### src/rtl/timer_pkg.sv
// Shared constants for the periodic interval timer
package timer_pkg;
   localparam int DATA_W  = 32;
   localparam int IDX_W   = 4;
   localparam int COUNT_W = 24;

   // Register indices; byte address is four times the index
   localparam logic [IDX_W-1:0] IDX_COUNT  = 4'h8;
   localparam logic [IDX_W-1:0] IDX_RELOAD = 4'h9;
   localparam logic [IDX_W-1:0] IDX_STATUS = 4'ha;
   localparam logic [IDX_W-1:0] IDX_MASK   = 4'hb;
   localparam logic [IDX_W-1:0] IDX_CTRL   = 4'hc;
   localparam logic [IDX_W-1:0] IDX_NONE   = 4'hf;

   // Reload register flag and enable fields
   localparam int OVERRUN_BIT = 26;
   localparam int EXPIRY_BIT  = 25;
   localparam int ENABLE_BIT  = 24;

   // Interrupt status, mask and control fields
   localparam int EV_W        = 2;
   localparam int EV_EXPIRY   = 0;
   localparam int EV_OVERRUN  = 1;
   localparam int CTRL_BLOCK   = 0;
   localparam int CTRL_DISABLE = 1;

   // Reset values
   localparam logic [COUNT_W-1:0] COUNT_RESET  = 24'hffffff;
   localparam logic [COUNT_W-1:0] RELOAD_RESET = 24'h000000;
   localparam logic [EV_W-1:0]    EV_RESET     = 2'h0;
   localparam logic [EV_W-1:0]    CTRL_RESET   = 2'h0;

   typedef enum logic [2:0] {
      S_IDLE  = 3'b001,
      S_WRITE = 3'b010,
      S_READ  = 3'b100
   } bus_state_t;
endpackage

### src/rtl/reg_access_if.sv
// Register access carrier between bus slave and timer registers
`timescale 1ns/10ps
interface reg_access_if;
   import timer_pkg::*;
   logic              wr;
   logic [IDX_W-1:0]  addr;
   logic [DATA_W-1:0] wdata;
   logic [DATA_W-1:0] rdata;
   logic              priv;
   modport bus  (output wr, addr, wdata, priv, input rdata);
   modport regs (input wr, addr, wdata, priv, output rdata);
endinterface

### src/rtl/ahb_reg_slave.sv
// AHB-Lite slave front end: zero-wait writes, one-wait reads
`timescale 1ns/10ps
module ahb_reg_slave (
   input  wire logic                      clock,
   input  wire logic                      reset_n,
   input  wire logic                      clockEnable,
   input  wire logic                      hsel,
   input  wire logic [timer_pkg::DATA_W-1:0] haddr,
   input  wire logic [1:0]                htrans,
   input  wire logic                      hwrite,
   input  wire logic [3:0]                hprot,
   input  wire logic                      hready,
   input  wire logic [timer_pkg::DATA_W-1:0] hwdata,
   output logic      [timer_pkg::DATA_W-1:0] hrdata,
   output logic                           hreadyout,
   output logic                           hresp,
   reg_access_if.bus                      regs
);
   import timer_pkg::*;

   bus_state_t       state;
   bus_state_t       next_state;
   logic [IDX_W-1:0] addrIdx;
   logic             privReg;
   wire              accept = hsel & htrans[1] & hready;
   wire              inRange = ~|haddr[DATA_W-1:6];
   wire [IDX_W-1:0]  next_addr = inRange ? haddr[5:2] : IDX_NONE;

   always_comb begin
      case (state)
         S_READ:  next_state = S_IDLE;
         S_IDLE, S_WRITE: begin
            if (accept) begin
               next_state = hwrite ? S_WRITE : S_READ;
            end else begin
               next_state = S_IDLE;
            end
         end
         default: next_state = S_IDLE;
      endcase
   end

   assign regs.wr    = (state == S_WRITE) & clockEnable;
   assign regs.addr  = addrIdx;
   assign regs.wdata = hwdata;
   assign regs.priv  = privReg;

   always_ff @(posedge clock) begin
      if (!reset_n) begin
         state     <= S_IDLE;
         addrIdx   <= IDX_NONE;
         privReg   <= 1'b0;
         hrdata    <= '0;
         hreadyout <= 1'b1;
         hresp     <= 1'b0;
      end else if (clockEnable) begin
         state     <= next_state;
         hreadyout <= (next_state != S_READ);
         if (accept && state != S_READ) begin
            addrIdx <= next_addr;
            privReg <= hprot[1];
         end
         if (state == S_READ) begin
            hrdata <= regs.rdata;
         end
      end
   end
endmodule

### src/rtl/interval_counter.sv
// Down-counter with reload, expiry and overrun flags
`timescale 1ns/10ps
module interval_counter (
   input  wire logic                        clock,
   input  wire logic                        reset_n,
   input  wire logic                        clockEnable,
   input  wire logic                        writeCount,
   input  wire logic                        writeReload,
   input  wire logic [timer_pkg::DATA_W-1:0] wdata,
   output logic      [timer_pkg::COUNT_W-1:0] count,
   output logic      [timer_pkg::COUNT_W-1:0] reload,
   output logic                             irqEnable,
   output logic                             expiryFlag,
   output logic                             overrunFlag,
   output logic                             expiryEvent,
   output logic                             overrunEvent
);
   import timer_pkg::*;

   wire               atZero = ~|count;
   wire [COUNT_W-1:0] decCount = count - 24'h000001;
   wire [COUNT_W-1:0] next_count;
   wire [COUNT_W-1:0] next_reload;
   wire               next_enable;
   wire               next_expiry;
   wire               next_overrun;
   wire               clrExpiry = writeReload & ~wdata[EXPIRY_BIT];
   wire               clrOverrun = writeReload & ~wdata[OVERRUN_BIT];

   assign expiryEvent  = clockEnable & atZero;
   assign overrunEvent = expiryEvent & expiryFlag;
   assign next_count   = writeCount ? wdata[COUNT_W-1:0] :
                         atZero ? reload : decCount;
   assign next_reload  = writeReload ? wdata[COUNT_W-1:0] : reload;
   assign next_enable  = writeReload ? wdata[ENABLE_BIT] : irqEnable;
   assign next_expiry  = (expiryFlag & ~clrExpiry) | expiryEvent;
   assign next_overrun = (overrunFlag & ~clrOverrun) | overrunEvent;

   always_ff @(posedge clock) begin
      if (!reset_n) begin
         count       <= COUNT_RESET;
         reload      <= RELOAD_RESET;
         irqEnable   <= 1'b0;
         expiryFlag  <= 1'b0;
         overrunFlag <= 1'b0;
      end else if (clockEnable) begin
         count       <= next_count;
         reload      <= next_reload;
         irqEnable   <= next_enable;
         expiryFlag  <= next_expiry;
         overrunFlag <= next_overrun;
      end
   end
endmodule

### src/rtl/periodic_interval_timer.sv
// Periodic interval timer top: bus slave, counter, interrupts
//
// Functional notes
// The 24-bit count value drops by one every clock, independent of software.
// After reaching zero the count reloads next cycle and the expiry flag sets.
// Count stays zero one full cycle; loaded N expires in cycle N+1.
// Timer interrupt requested while expiry flag and enable bit are both one.
// Expiry while expiry flag already set also sets overrun flag, bit 26.
// Expiry flag, bit 25, sets on every expiry regardless of enable.
// Expiry flag stays set until software clears it through the reload register.
// Timer interrupt block bit suppresses timer interrupts like clearing enable.
// Global interrupt disable bit also suppresses the timer interrupt.
// Counter register: count value in bits 23-0, bits 31-24 read zero.
// Reload register: reload value low, overrun/expiry/enable in bits 26/25/24.
// Both timer registers answer only privileged accesses.
// Counter register is index 8, reload register is index 9.
// Software loads first interval, then reload with flags cleared, while disabled.
// Handler reads reload, clears expiry, writes back, then checks overrun copy.
// Software disables via the block bit, not read-modify-write of reload.
// Writing the counter replaces the count; decrement continues from it.
//
// The AHB-Lite register port was left to the implementer.
`timescale 1ns/10ps
module periodic_interval_timer (
   input  wire logic                         clock,
   input  wire logic                         reset_n,
   input  wire logic                         clockEnable,
   input  wire logic                         hsel,
   input  wire logic [timer_pkg::DATA_W-1:0] haddr,
   input  wire logic [1:0]                   htrans,
   input  wire logic                         hwrite,
   input  wire logic [3:0]                   hprot,
   input  wire logic                         hready,
   input  wire logic [timer_pkg::DATA_W-1:0] hwdata,
   output logic      [timer_pkg::DATA_W-1:0] hrdata,
   output logic                              hreadyout,
   output logic                              hresp,
   output logic                              timerIrq,
   output logic                              irq
);
   import timer_pkg::*;

   ////////////////////////////////////////////////////////////////////////////
   // Declarations

   reg_access_if regs ();

   logic [COUNT_W-1:0] count;
   logic [COUNT_W-1:0] reload;
   logic               irqEnable;
   logic               expiryFlag;
   logic               overrunFlag;
   logic               expiryEvent;
   logic               overrunEvent;
   logic [EV_W-1:0]    irqStatus;
   logic [EV_W-1:0]    irqMask;
   logic [EV_W-1:0]    ctrl;

   ////////////////////////////////////////////////////////////////////////////
   // Bus slave

   ahb_reg_slave busSlave (
      .clock       (clock),
      .reset_n     (reset_n),
      .clockEnable (clockEnable),
      .hsel        (hsel),
      .haddr       (haddr),
      .htrans      (htrans),
      .hwrite      (hwrite),
      .hprot       (hprot),
      .hready      (hready),
      .hwdata      (hwdata),
      .hrdata      (hrdata),
      .hreadyout   (hreadyout),
      .hresp       (hresp),
      .regs        (regs.bus)
   );

   ////////////////////////////////////////////////////////////////////////////
   // Address decode

   wire hitCount  = (regs.addr == IDX_COUNT);
   wire hitReload = (regs.addr == IDX_RELOAD);
   wire hitStatus = (regs.addr == IDX_STATUS);
   wire hitMask   = (regs.addr == IDX_MASK);
   wire hitCtrl   = (regs.addr == IDX_CTRL);
   wire privWr    = regs.wr & regs.priv;

   wire writeCount  = privWr & hitCount;
   wire writeReload = privWr & hitReload;
   wire writeStatus = privWr & hitStatus;
   wire writeMask   = privWr & hitMask;
   wire writeCtrl   = privWr & hitCtrl;

   ////////////////////////////////////////////////////////////////////////////
   // Read data

   wire [DATA_W-1:0] countWord  = {8'h00, count};
   wire [DATA_W-1:0] reloadWord = {5'h00, overrunFlag, expiryFlag,
                                   irqEnable, reload};
   wire [DATA_W-1:0] statusWord = {30'h00000000, irqStatus};
   wire [DATA_W-1:0] maskWord   = {30'h00000000, irqMask};
   wire [DATA_W-1:0] ctrlWord   = {30'h00000000, ctrl};

   wire [DATA_W-1:0] selWord = hitCount  ? countWord  :
                               hitReload ? reloadWord :
                               hitStatus ? statusWord :
                               hitMask   ? maskWord   :
                               hitCtrl   ? ctrlWord   : 32'h00000000;

   assign regs.rdata = regs.priv ? selWord : 32'h00000000;

   ////////////////////////////////////////////////////////////////////////////
   // Counter core

   interval_counter counter (
      .clock        (clock),
      .reset_n      (reset_n),
      .clockEnable  (clockEnable),
      .writeCount   (writeCount),
      .writeReload  (writeReload),
      .wdata        (regs.wdata),
      .count        (count),
      .reload       (reload),
      .irqEnable    (irqEnable),
      .expiryFlag   (expiryFlag),
      .overrunFlag  (overrunFlag),
      .expiryEvent  (expiryEvent),
      .overrunEvent (overrunEvent)
   );

   ////////////////////////////////////////////////////////////////////////////
   // Interrupt status, mask and control

   wire timerBlock    = ctrl[CTRL_BLOCK];
   wire globalDisable = ctrl[CTRL_DISABLE];

   wire [EV_W-1:0] events    = {overrunEvent, expiryEvent};
   wire [EV_W-1:0] clearBits = writeStatus ? regs.wdata[EV_W-1:0] : EV_RESET;
   wire [EV_W-1:0] next_status = (irqStatus & ~clearBits) | events;
   wire [EV_W-1:0] next_mask   = writeMask ? regs.wdata[EV_W-1:0] : irqMask;
   wire [EV_W-1:0] next_ctrl   = writeCtrl ? regs.wdata[EV_W-1:0] : ctrl;

   wire next_timerIrq = expiryFlag & irqEnable
                      & ~timerBlock
                      & ~globalDisable;
   wire next_irq      = |(irqStatus & irqMask);

   always_ff @(posedge clock) begin
      if (!reset_n) begin
         irqStatus <= EV_RESET;
         irqMask   <= EV_RESET;
         ctrl      <= CTRL_RESET;
         timerIrq  <= 1'b0;
         irq       <= 1'b0;
      end else if (clockEnable) begin
         irqStatus <= next_status;
         irqMask   <= next_mask;
         ctrl      <= next_ctrl;
         timerIrq  <= next_timerIrq;
         irq       <= next_irq;
      end
   end
endmodule

### config.mk
export PLATFORM = sky130hd
export DESIGN_NAME = periodic_interval_timer
export DESIGN_NICKNAME = d
export VERILOG_FILES = /design/src/rtl/timer_pkg.sv /design/src/rtl/reg_access_if.sv /design/src/rtl/ahb_reg_slave.sv /design/src/rtl/interval_counter.sv /design/src/rtl/periodic_interval_timer.sv
export SDC_FILE = /design/constraint.sdc
export NUM_CORES = 1
export LEC_CHECK = 0
export BUFFER_PORTS_ARGS = -buffer_cell sky130_fd_sc_hd__buf_2
export CELL_PAD_IN_SITES_DETAIL_PLACEMENT = 1
export CELL_PAD_IN_SITES_GLOBAL_PLACEMENT = 2
export CORE_MARGIN = 2
export CORE_UTILIZATION = 32
export CTS_BUF_LIST = sky130_fd_sc_hd__clkbuf_2 sky130_fd_sc_hd__clkbuf_4 sky130_fd_sc_hd__clkbuf_8
export DETAILED_ROUTE_END_ITERATION = 6
export PLACE_DENSITY_LB_ADDON = 0.08
export SLEW_MARGIN = 25
export SYNTH_ARGS = -nofsm -noshare
export SYNTH_HDL_FRONTEND = slang
export SYNTH_SLANG_ARGS = --single-unit
### constraint.sdc
create_clock -name clock -period 3.1 [get_ports clock]
set_clock_uncertainty 0.1 [all_clocks]
set_input_delay 0.31 -clock clock [delete_from_list [all_inputs] [get_ports clock]]
set_output_delay 0.31 -clock clock [all_outputs]
set_load 0.005 [all_outputs]
==> results of run 1 <==
## flip-flops by register name, summed over array words and instances (netlist names)
| name | count |
|---|---|
| busSlave.hrdata | 27 |
| busSlave.hreadyout | 1 |
| busSlave.regs.addr | 4 |
| busSlave.regs.priv | 1 |
| busSlave.state | 3 |
| counter.count | 24 |
| counter.expiryFlag | 1 |
| counter.irqEnable | 1 |
| counter.overrunFlag | 1 |
| counter.reload | 24 |
| ctrl | 2 |
| irq | 1 |
| irqMask | 2 |
| irqStatus | 2 |
| timerIrq | 1 |
## cell usage in the layout, fill, tap and decap left out, drive strengths merged, types with 7 or more instances in the layout
cell,count
a22oi,10
nand3,10
nand2b,8
a21boi,29
xnor2,10
nor3,8
o221ai,11
o21ai,22
clkbuf,10
a21oi,14
inv,14
o211ai,11
dfxtp,95
nand2,89
nor2b,36
buf,108
a222oi,22
or3,11
nor4,11
xor2,7
a32oi,10
or4,8
nor2,40
## final timing paths
path | startpoint | end | slack, ns | depth (start not counted)
max reg2reg | counter.count[17]$_SDFFE_PN1P_ | counter.count[9]$_SDFFE_PN1P_ | 0.31 | 6
min | haddr[3] | busSlave.regs.addr[1]$_SDFFE_PN1P_ | 0.04 | 3
max | counter.count[17]$_SDFFE_PN1P_ | counter.count[9]$_SDFFE_PN1P_ | 0.31 | 6
min reg2reg | busSlave.hrdata[1]$_SDFFE_PN0P_ | busSlave.hrdata[1]$_SDFFE_PN0P_ | 0.36 | 2
## logic make-up (layout without fill, tap and decap cells)
| logic type | count (synthesis) | in the layout | synth area share |
|---|---|---|---|
| compound gates | 150 | 150 | 0.238 |
| xor+xnor | 17 | 17 | 0.0313 |
| fa+ha+maj | 2 | 2 | 0.00526 |
| buf+inv | 59 | 136 | 0.0595 |
| flops | 95 | 95 | 0.400 |
| mux | 6 | 6 | 0.0126 |
| other cells | 1 | 6 | 0.000789 |
| simple gates | 236 | 236 | 0.253 |
## worst max-delay path: stages (launching register included)
cell      delay, ns
dfxtp_1        0.40
or4_4          0.59
or4_4          0.57
or2_4          0.41
or3_1          0.36
o221ai_1       0.09
a22oi_1        0.10
## power groups by stage
stage               clock [mW]  combinational [mW]  sequential, mW
detailed placement           0               0.142            1.27
floorplan                    0              0.0747            1.27
global placement             0               0.139            1.27
finish                   0.889               0.140            1.24
global route             0.990               0.156            1.24
CTS                      0.926               0.143            1.24
## area by class of cell
type	instances	area [sq um]
fill	1805	8960
multi-input combinational	417	2600
sequential	95	1900
timing repair buffer	108	588
tap	184	230
clock buffer	10	138
clock inverter	6	67.6
inverter	12	45.0
## layer usage
layer | GRT usage | up-vias | part of all wire
met5 | 0 | - | 0
met4 | 0.0530 | 0 | 0.011
met3 | 0.0370 | 17 | 0.041
met2 | 0.327 | 105 | 0.47
met1 | 0.266 | 2227 | 0.48
li1 | - | 2210 | -
## through the flow
step,hold slack [ns],instance area [sq um]
2_1_floorplan,0.331,4770
6_report,0.0389,5570
3_3_place_gp,0.346,5370
5_1_grt,0.0194,5570
4_1_cts,0.0176,5570
3_5_place_dp,0.352,5370
==> impl_metrics.csv, run 1 <==
group,metric,value,unit
status,status,"finished, final reports clean",
sta,relSlewSlack,0.414,
sta,final.min_clock_period,2.79,ns
grt,grt_pass1_vias,4667,
sta,setup_tns,0,ns
clocking,cts_max_level,3,
drt,drt-total-wl,15.3,mm
worst_setup_path,crit_fanout,34,
yosys,synth_area_leader_cell,"dfxtp_1",
place,numPortBuffers,94,
floorplan,die_y,126,um
clocking,cts_buffers,9,
sta,final-setup-viol-count,0,
place,gp_congestion,0.755,
grt,overflow,0,
sta,worstMarginPinSlew,0.879,ns
clocking,cts_root_buf,"clkbuf_8",
worst_setup_path,cp.arrival,2.93,ns
power_and_ir_drop,p_int,1.69,mW
grt,grt.total_usage,0.198,
power_and_ir_drop,power_frac_seq,0.547,
finish,area_delta_synth_final,17.2,%
worst_setup_path,crit_type,"reg2reg",
clocking,clockBufferDepth,2,
yosys,async_flop_share,0,
power_and_ir_drop,switching_share,0.255,
clocking,post_cts_buffers,0,
hold_path,holdCritPathClass,"in2reg",
yosys,synthCells,566,
power_and_ir_drop,power.density,407,mW/mm^2
clocking,cts_hold_buf,0,
drt,antenna_left,0,
power_and_ir_drop,power,2.27,mW
yosys,syn_area,0.00476,sq mm
finish,fin_cells,832,
place,dp_cells,816,
worst_setup_path,endpoint_kind,"register",
sta,hold_violations,0,
yosys,synthFlopType,"dfxtp_1",
sta,clock.fmax,359,MHz
yosys,synth_seq_area_share,0.400,
place,hpwlAfterDp,10.3,mm
finish,layout.nets,721,
finish,drive_above_1_share,0.219,
sta,slew_viol_final,0,
drt,via_per_inst,5.48,
power_and_ir_drop,switchingPower,579,uW
drt,vias,4559,
power_and_ir_drop,leakagePower,2.10,nW
clocking,clkLatencyLatePin,0.40,ns
finish,antenna_cells,0,
floorplan,die_area,0.0159,sq mm
grt,grt_pass1_wl,25.0,mm
yosys,synth-edff-count,0,
grt,antenna_found_initial,0,
drt,wl_per_cell,18.4,um
clocking,cts.clk_slew.worst_paths,0.11,ns
yosys,syn_area_per_cell,8.40,sq um
yosys,synth_commonest_cells,"dfxtp_1 (95), nand2_1 (87), nor2_1 (40)",
power_and_ir_drop,clockPowerShare,0.392,
power_and_ir_drop,vdd_drop_max,0.000213,V
floorplan,placementRows,44,
floorplan,die_w,126,um
grt,grt_start_max_net_pins,97,
floorplan,start_util,0.327,
power_and_ir_drop,combPwrFrac,0.062,
place,post-place-ws,0.310,ns
finish,utilization,0.383,
drt,route.detailed.drc,0,
floorplan,coreArea,0.0145,sq mm
clocking,cts_resized,0,
yosys,synth.top_cell.area_share,0.400,
yosys,synth-seq-cells,95,
drt,first_pass_iters,4,
sta,timing.final.crit_share,0.899,
run,drv_cap,0,
clocking,cts_sinks,95,
worst_setup_path,cp-start-kind,"register",
clocking,cts_tree,"built",
sta,postLayoutSetupSlackWorst,0.314,ns
floorplan,io_pins,112,
yosys,synth_area_leaders,"dfxtp_1 (40%), nand2_1 (6.9%), nor2b_1 (4.7%)",
sta,rsz0062_at_grt,"false",
worst_setup_path,worstPathRequired,3.24,ns
yosys,synth_cell_types,58,
yosys,yosysWarnings,0,
yosys,synth.most_common_cell,"dfxtp_1",
drt,drt_iter0_drc,354,
No activity file was read; power rests on OpenSTA's default activity.
==> run 2, diff against run 1 <==
CELL_PAD_IN_SITES_GLOBAL_PLACEMENT = 1   (was 2)
CORE_UTILIZATION = 41   (was 32)
TNS_END_PERCENT = 100   (was unset)
==> impl_metrics.csv, run 2 (synthesis results as in run 1) <==
group,metric,value,unit
power_and_ir_drop,power,2.33,mW
power_and_ir_drop,vdd_drop_max,0.000253,V
floorplan,coreArea,0.0114,sq mm
power_and_ir_drop,switching_share,0.238,
sta,rsz0062_at_grt,"false",
finish,utilization,0.487,
drt,antenna_left,0,
sta,timing.final.crit_share,0.892,
grt,grt.total_usage,0.236,
status,status,"finished, final reports clean",
finish,antenna_cells,0,
worst_setup_path,cp-startpoint,"counter.count[0]$_SDFFE_PN1P_",
hold_path,holdCritPathClass,"in2reg",
sta,worstMarginPinSlew,0.861,ns
grt,antenna_found_initial,0,
finish,mostFrequentLayoutCell,"dfxtp_1",
floorplan,placementRows,39,
drt,drt_iter0_drc,269,
clocking,cts_resized,0,
sta,final.min_clock_period,2.76,ns
worst_setup_path,r2r-start,"counter.count[0]$_SDFFE_PN1P_",
worst_setup_path,max_stage_delay,0.47,ns
drt,wl_per_cell,18.3,um
sta,relSlewSlack,0.426,
place,numPortBuffers,94,
floorplan,start_util,0.418,
power_and_ir_drop,combPwrFrac,0.059,
run,drv_cap,0,
worst_setup_path,slowest_stage,"or4_4",
worst_setup_path,crit_fanout,34,
sta,clock.fmax,362,MHz
drt,route.detailed.drc,0,
drt,via_per_inst,5.75,
finish,drive_above_1_share,0.218,
worst_setup_path,crit_type,"reg2reg",
finish,layout.nets,720,
grt,grt_pass1_wl,23.8,mm
power_and_ir_drop,leakagePower,2.11,nW
power_and_ir_drop,power_frac_seq,0.532,
drt,drt-total-wl,14.4,mm
sta,postLayoutSetupSlackWorst,0.335,ns
worst_setup_path,endpoint_kind,"register",
power_and_ir_drop,switchingPower,556,uW
floorplan,die_y,112,um
finish,largest_registers,"busSlave.hrdata x27, counter.count x24, counter.reload x24",
place,gp_congestion,0.821,
clocking,cts_max_level,3,
power_and_ir_drop,p_int,1.78,mW
clocking,post_cts_buffers,0,
sta,final-setup-viol-count,0,
finish,top_register,"busSlave.hrdata",
worst_setup_path,cp-start-kind,"register",
sta,hold_violations,0,
sta,setup_tns,0,ns
grt,grt.met2_usage,0.396,
grt,grt_start_max_net_pins,97,
place,post-place-ws,0.345,ns
finish,largest_reg_flops,27,
hold_path,hp-start,"haddr[2]",
clocking,clockBufferDepth,2,
floorplan,die_w,112,um
grt,top_usage_layer,"met2",
place,hpwlAfterDp,9.76,mm
worst_setup_path,r2r_slack,0.34,ns
grt,grt_pass1_vias,4689,
finish,area_delta_synth_final,16.4,%
drt,first_pass_iters,7,
clocking,cts_sinks,95,
grt,met1_usage,0.308,
power_and_ir_drop,power.density,422,mW/mm^2
clocking,clkLatencyLatePin,0.38,ns
floorplan,die_area,0.0125,sq mm
floorplan,io_pins,112,
clocking,cts_tree,"built",
sta,whs,0.0347,ns
clocking,cts_buffers,9,
worst_setup_path,path_cells,"inv_1 -> ha_1 -> or3b_2 -> or4_4 -> or2_4 -> or3_1 -> o221ai_1 -> a22oi_1",
worst_setup_path,cp.arrival,2.89,ns
power_and_ir_drop,clockPowerShare,0.409,
finish,mostFrequentLayoutCells,"dfxtp_1 (95), buf_2 (94), nand2_1 (87)",
sta,slew_viol_final,0,
drt,vias,4540,
grt,overflow,0,
clocking,cts_root_buf,"clkbuf_8",
grt,use_met3,0.0425,
clocking,cts_hold_buf,0,
worst_setup_path,worstPathRequired,3.23,ns
clocking,cts.clk_slew.worst_paths,0.09,ns
-- run 2: area by class of cell --
type	instances	area, sq um
Inverter	12	45.0
Clock buffer	11	145
Fill cell	1371	5830
Clock inverter	5	81.3
Timing Repair Buffer	107	581
Multi-Input combinational cell	417	2600
Tap cell	143	179
Sequential cell	95	1900
-- run 2: worst paths after layout --
path                                                           end  cells after the start
worst max-delay path                counter.count[12]$_SDFFE_PN1P_                      8
worst min-delay path            busSlave.regs.addr[0]$_SDFFE_PN1P_                      3
worst max register to register      counter.count[12]$_SDFFE_PN1P_                      8
worst min register to register     busSlave.hrdata[1]$_SDFFE_PN0P_                      2
-- run 2: power groups by stage --
stage	registers [mW]	clock network, mW	logic (mW)
finish	1.24	0.955	0.138
global route	1.24	1.03	0.154
CTS	1.24	0.972	0.140
detailed placement	1.27	0	0.140
global placement	1.27	0	0.136
floorplan	1.27	0	0.0747
-- run 2: per-layer routing --
layer  vias to the layer above  share of wire
met4                         0          0.013
met3                        14          0.053
met5                         -              0
met1                      2192           0.45
met2                       131           0.48
li1                       2203              -
-- run 2: worst max-delay path, delay by kind of cell (launching register included) --
| family | cells | cell delay, ns |
|---|---|---|
| compound gates | 2 | 0.18 |
| fa+ha+maj | 1 | 0.18 |
| buf+inv | 1 | 0.11 |
| flops | 1 | 0.36 |
| simple gates | 4 | 1.69 |
-- run 2: through the flow --
step           cell area [sq um]  instances
2_1_floorplan               4770        571
3_3_place_gp                5310        774
3_5_place_dp                5310        774
4_1_cts                     5540        790
5_1_grt                     5540        790
6_report                    5540        790
==> run 3, diff against run 2 <==
ABC_AREA = 1   (was unset)
CORE_UTILIZATION = 39   (was 41)
==> impl_metrics.csv, run 3 <==
group,metric,value,unit
finish,mostFrequentLayoutCell,"nand2_1",
power_and_ir_drop,combPwrFrac,0.087,
finish,nFillCells,1808,
grt,overflow,0,
place,numPortBuffers,94,
sta,final-setup-viol-count,0,
drt,wl_per_cell,16.0,um
floorplan,start_util,0.395,
finish,layout.nets,941,
hold_path,min_path_cells,3,
grt,antenna_found_initial,0,
worst_setup_path,crit_type,"reg2reg",
yosys,synthCells,787,
power_and_ir_drop,clockPowerShare,0.384,
yosys,synth_area_leaders,"dfxtp_1 (37%), nand2_1 (15%), nand3_1 (6.3%)",
sta,slew_viol_final,0,
finish,utilization,0.451,
clocking,cts_tree,"built",
clocking,clkLatencyLatePin,0.40,ns
clocking,cts_buffers,9,
clocking,cts_hold_buf,0,
sta,timing.final.crit_share,0.730,
power_and_ir_drop,p_int,1.79,mW
worst_setup_path,cp-start-kind,"register",
clocking,post_cts_buffers,0,
finish,area_delta_synth_final,14.1,%
clocking,cts_sinks,95,
yosys,synth_area_leader_cell,"dfxtp_1",
power_and_ir_drop,vdd_drop_max,0.000252,V
worst_setup_path,worstPathRequired,3.31,ns
finish,design_area,0.00593,sq mm
place,dpl_cell_area,0.00571,sq mm
clocking,cts_max_level,3,
finish,fin_cells,1044,
power_and_ir_drop,leakagePower,2.57,nW
worst_setup_path,cp.arrival,2.47,ns
floorplan,placementRows,42,
yosys,yosysWarnings,0,
power_and_ir_drop,power_frac_seq,0.529,
sta,rsz0062_at_grt,"false",
grt,grt_start_max_net_pins,48,
drt,drt_iter0_drc,197,
finish,drive_above_1_share,0.180,
power_and_ir_drop,power.density,409,mW/mm^2
sta,worstMarginPinSlew,0.922,ns
drt,antenna_left,0,
floorplan,coreArea,0.0131,sq mm
yosys,synth.most_common_cell,"nand2_1",
finish,top_register,"busSlave.hrdata",
sta,setup_tns,0,ns
drt,vias,5399,
grt,grt_pass1_vias,5422,
place,gp_congestion,0.895,
yosys,synth_seq_area_share,0.366,
clocking,cts.clk_slew.worst_paths,0.09,ns
clocking,clockBufferDepth,2,
sta,hold_violations,0,
sta,relSlewSlack,0.384,
hold_path,holdCritPathClass,"in2reg",
floorplan,die_y,119,um
grt,grt_pass1_wl,27.3,mm
yosys,synthFlopType,"dfxtp_1",
drt,via_per_inst,5.17,
yosys,syn_area,0.00519,sq mm
power_and_ir_drop,power,2.42,mW
sta,whs,0.0489,ns
yosys,syn_area_per_cell,6.60,sq um
worst_setup_path,rr_worst_depth,7,
place,dp_cells,1028,
drt,first_pass_iters,4,
status,status,"finished, final reports clean",
place,post-place-ws,0.835,ns
clocking,cts_root_buf,"clkbuf_8",
worst_setup_path,endpoint_kind,"register",
floorplan,die_area,0.0142,sq mm
run,drv_cap,0,
sta,final.min_clock_period,2.26,ns
yosys,synth-seq-cells,95,
place,hpwlAfterDp,12.0,mm
drt,route.detailed.drc,0,
yosys,synth_commonest_cells,"nand2_1 (210), dfxtp_1 (95), nor2_1 (86)",
finish,mostFrequentLayoutCells,"nand2_1 (210), dfxtp_1 (95), buf_2 (94)",
power_and_ir_drop,switching_share,0.262,
yosys,synth_cell_types,44,
finish,antenna_cells,0,
drt,drt-total-wl,16.7,mm
clocking,cts_resized,0,
floorplan,die_w,119,um
finish,largest_reg_flops,27,
sta,postLayoutSetupSlackWorst,0.838,ns
worst_setup_path,crit_fanout,28,
grt,grt.total_usage,0.243,
finish,largest_registers,"busSlave.hrdata x27, counter.count x24, counter.reload x24",
sta,clock.fmax,442,MHz
yosys,synth-edff-count,0,
yosys,async_flop_share,0,
yosys,synth.top_cell.area_share,0.366,
floorplan,io_pins,112,
power_and_ir_drop,switchingPower,635,uW
[run 3: changes by cell type after synthesis, sizes merged, moves of 22 or more]
cell	before	now
nand2	89	215
nor2	40	105
inv	12	70
nand3	10	67
a21oi	14	62
o21ai	22	69
nor2b	36	0
a21boi	29	0
a222oi	22	0
[run 3: per-layer routing]
metal / vias to the layer above / track usage / wire [um]
li1: 2694 / - / -
met1: 2599 / 0.292 / 7500
met2: 88 / 0.446 / 8490
met3: 18 / 0.0311 / 463
met4: 0 / 0.0772 / 276
met5: - / 0 / 0
[run 3: logic make-up (layout without fill, tap and decap cells)]
kind of cell               count (synthesis)  in the layout  share of synthesized area
AOI/OAI and AO/OA                        161            161                      0.166
xor gates and xnor gates                   6              6                     0.0101
adders and majority gates                  2              2                    0.00482
buffers and inverters                    114            190                      0.104
DFF                                       95             95                      0.366
other                                      1              6                   0.000722
and+or+nand+nor                          408            408                      0.349
[run 3: worst paths after layout]
check	startpoint	to	slack, ns
setup / recovery	busSlave.state[0]$_SDFFE_PN1P_	busSlave.hrdata[22]$_SDFFE_PN0P_	0.84
hold / removal	haddr[5]	busSlave.regs.addr[3]$_SDFFE_PN1P_	0.05
setup reg to reg	busSlave.state[0]$_SDFFE_PN1P_	busSlave.hrdata[22]$_SDFFE_PN0P_	0.84
hold reg to reg	counter.reload[17]$_SDFFE_PN0P_	counter.reload[17]$_SDFFE_PN0P_	0.37
[run 3: area by class of cell]
type                            instances  area, sq um  share of cell area
Multi-Input combinational cell        583         2770               0.467
Clock buffer                            9          124              0.0209
Tap cell                              176          220              0.0372
Timing Repair Buffer                  102          543              0.0916
Inverter                               72          272              0.0458
Sequential cell                        95         1900               0.321
Clock inverter                          7         95.1              0.0160
[run 3: power groups by stage]
stage | logic (mW) | registers [mW] | clock network, mW
finish | 0.212 | 1.28 | 0.929
global route | 0.242 | 1.29 | 1.00
global placement | 0.202 | 1.31 | 0
floorplan | 0.131 | 1.30 | 0
CTS | 0.212 | 1.28 | 0.965
detailed placement | 0.211 | 1.31 | 0
[run 3: critical path, stage by stage, from the launching register on]
cell	delay, ns
dfxtp_1	0.38
nor3_4	0.25
nand2_4	0.27
nor2_4	0.44
nand2_1	0.14
clkinv_2	0.35
nand2_1	0.11
a31oi_1	0.14
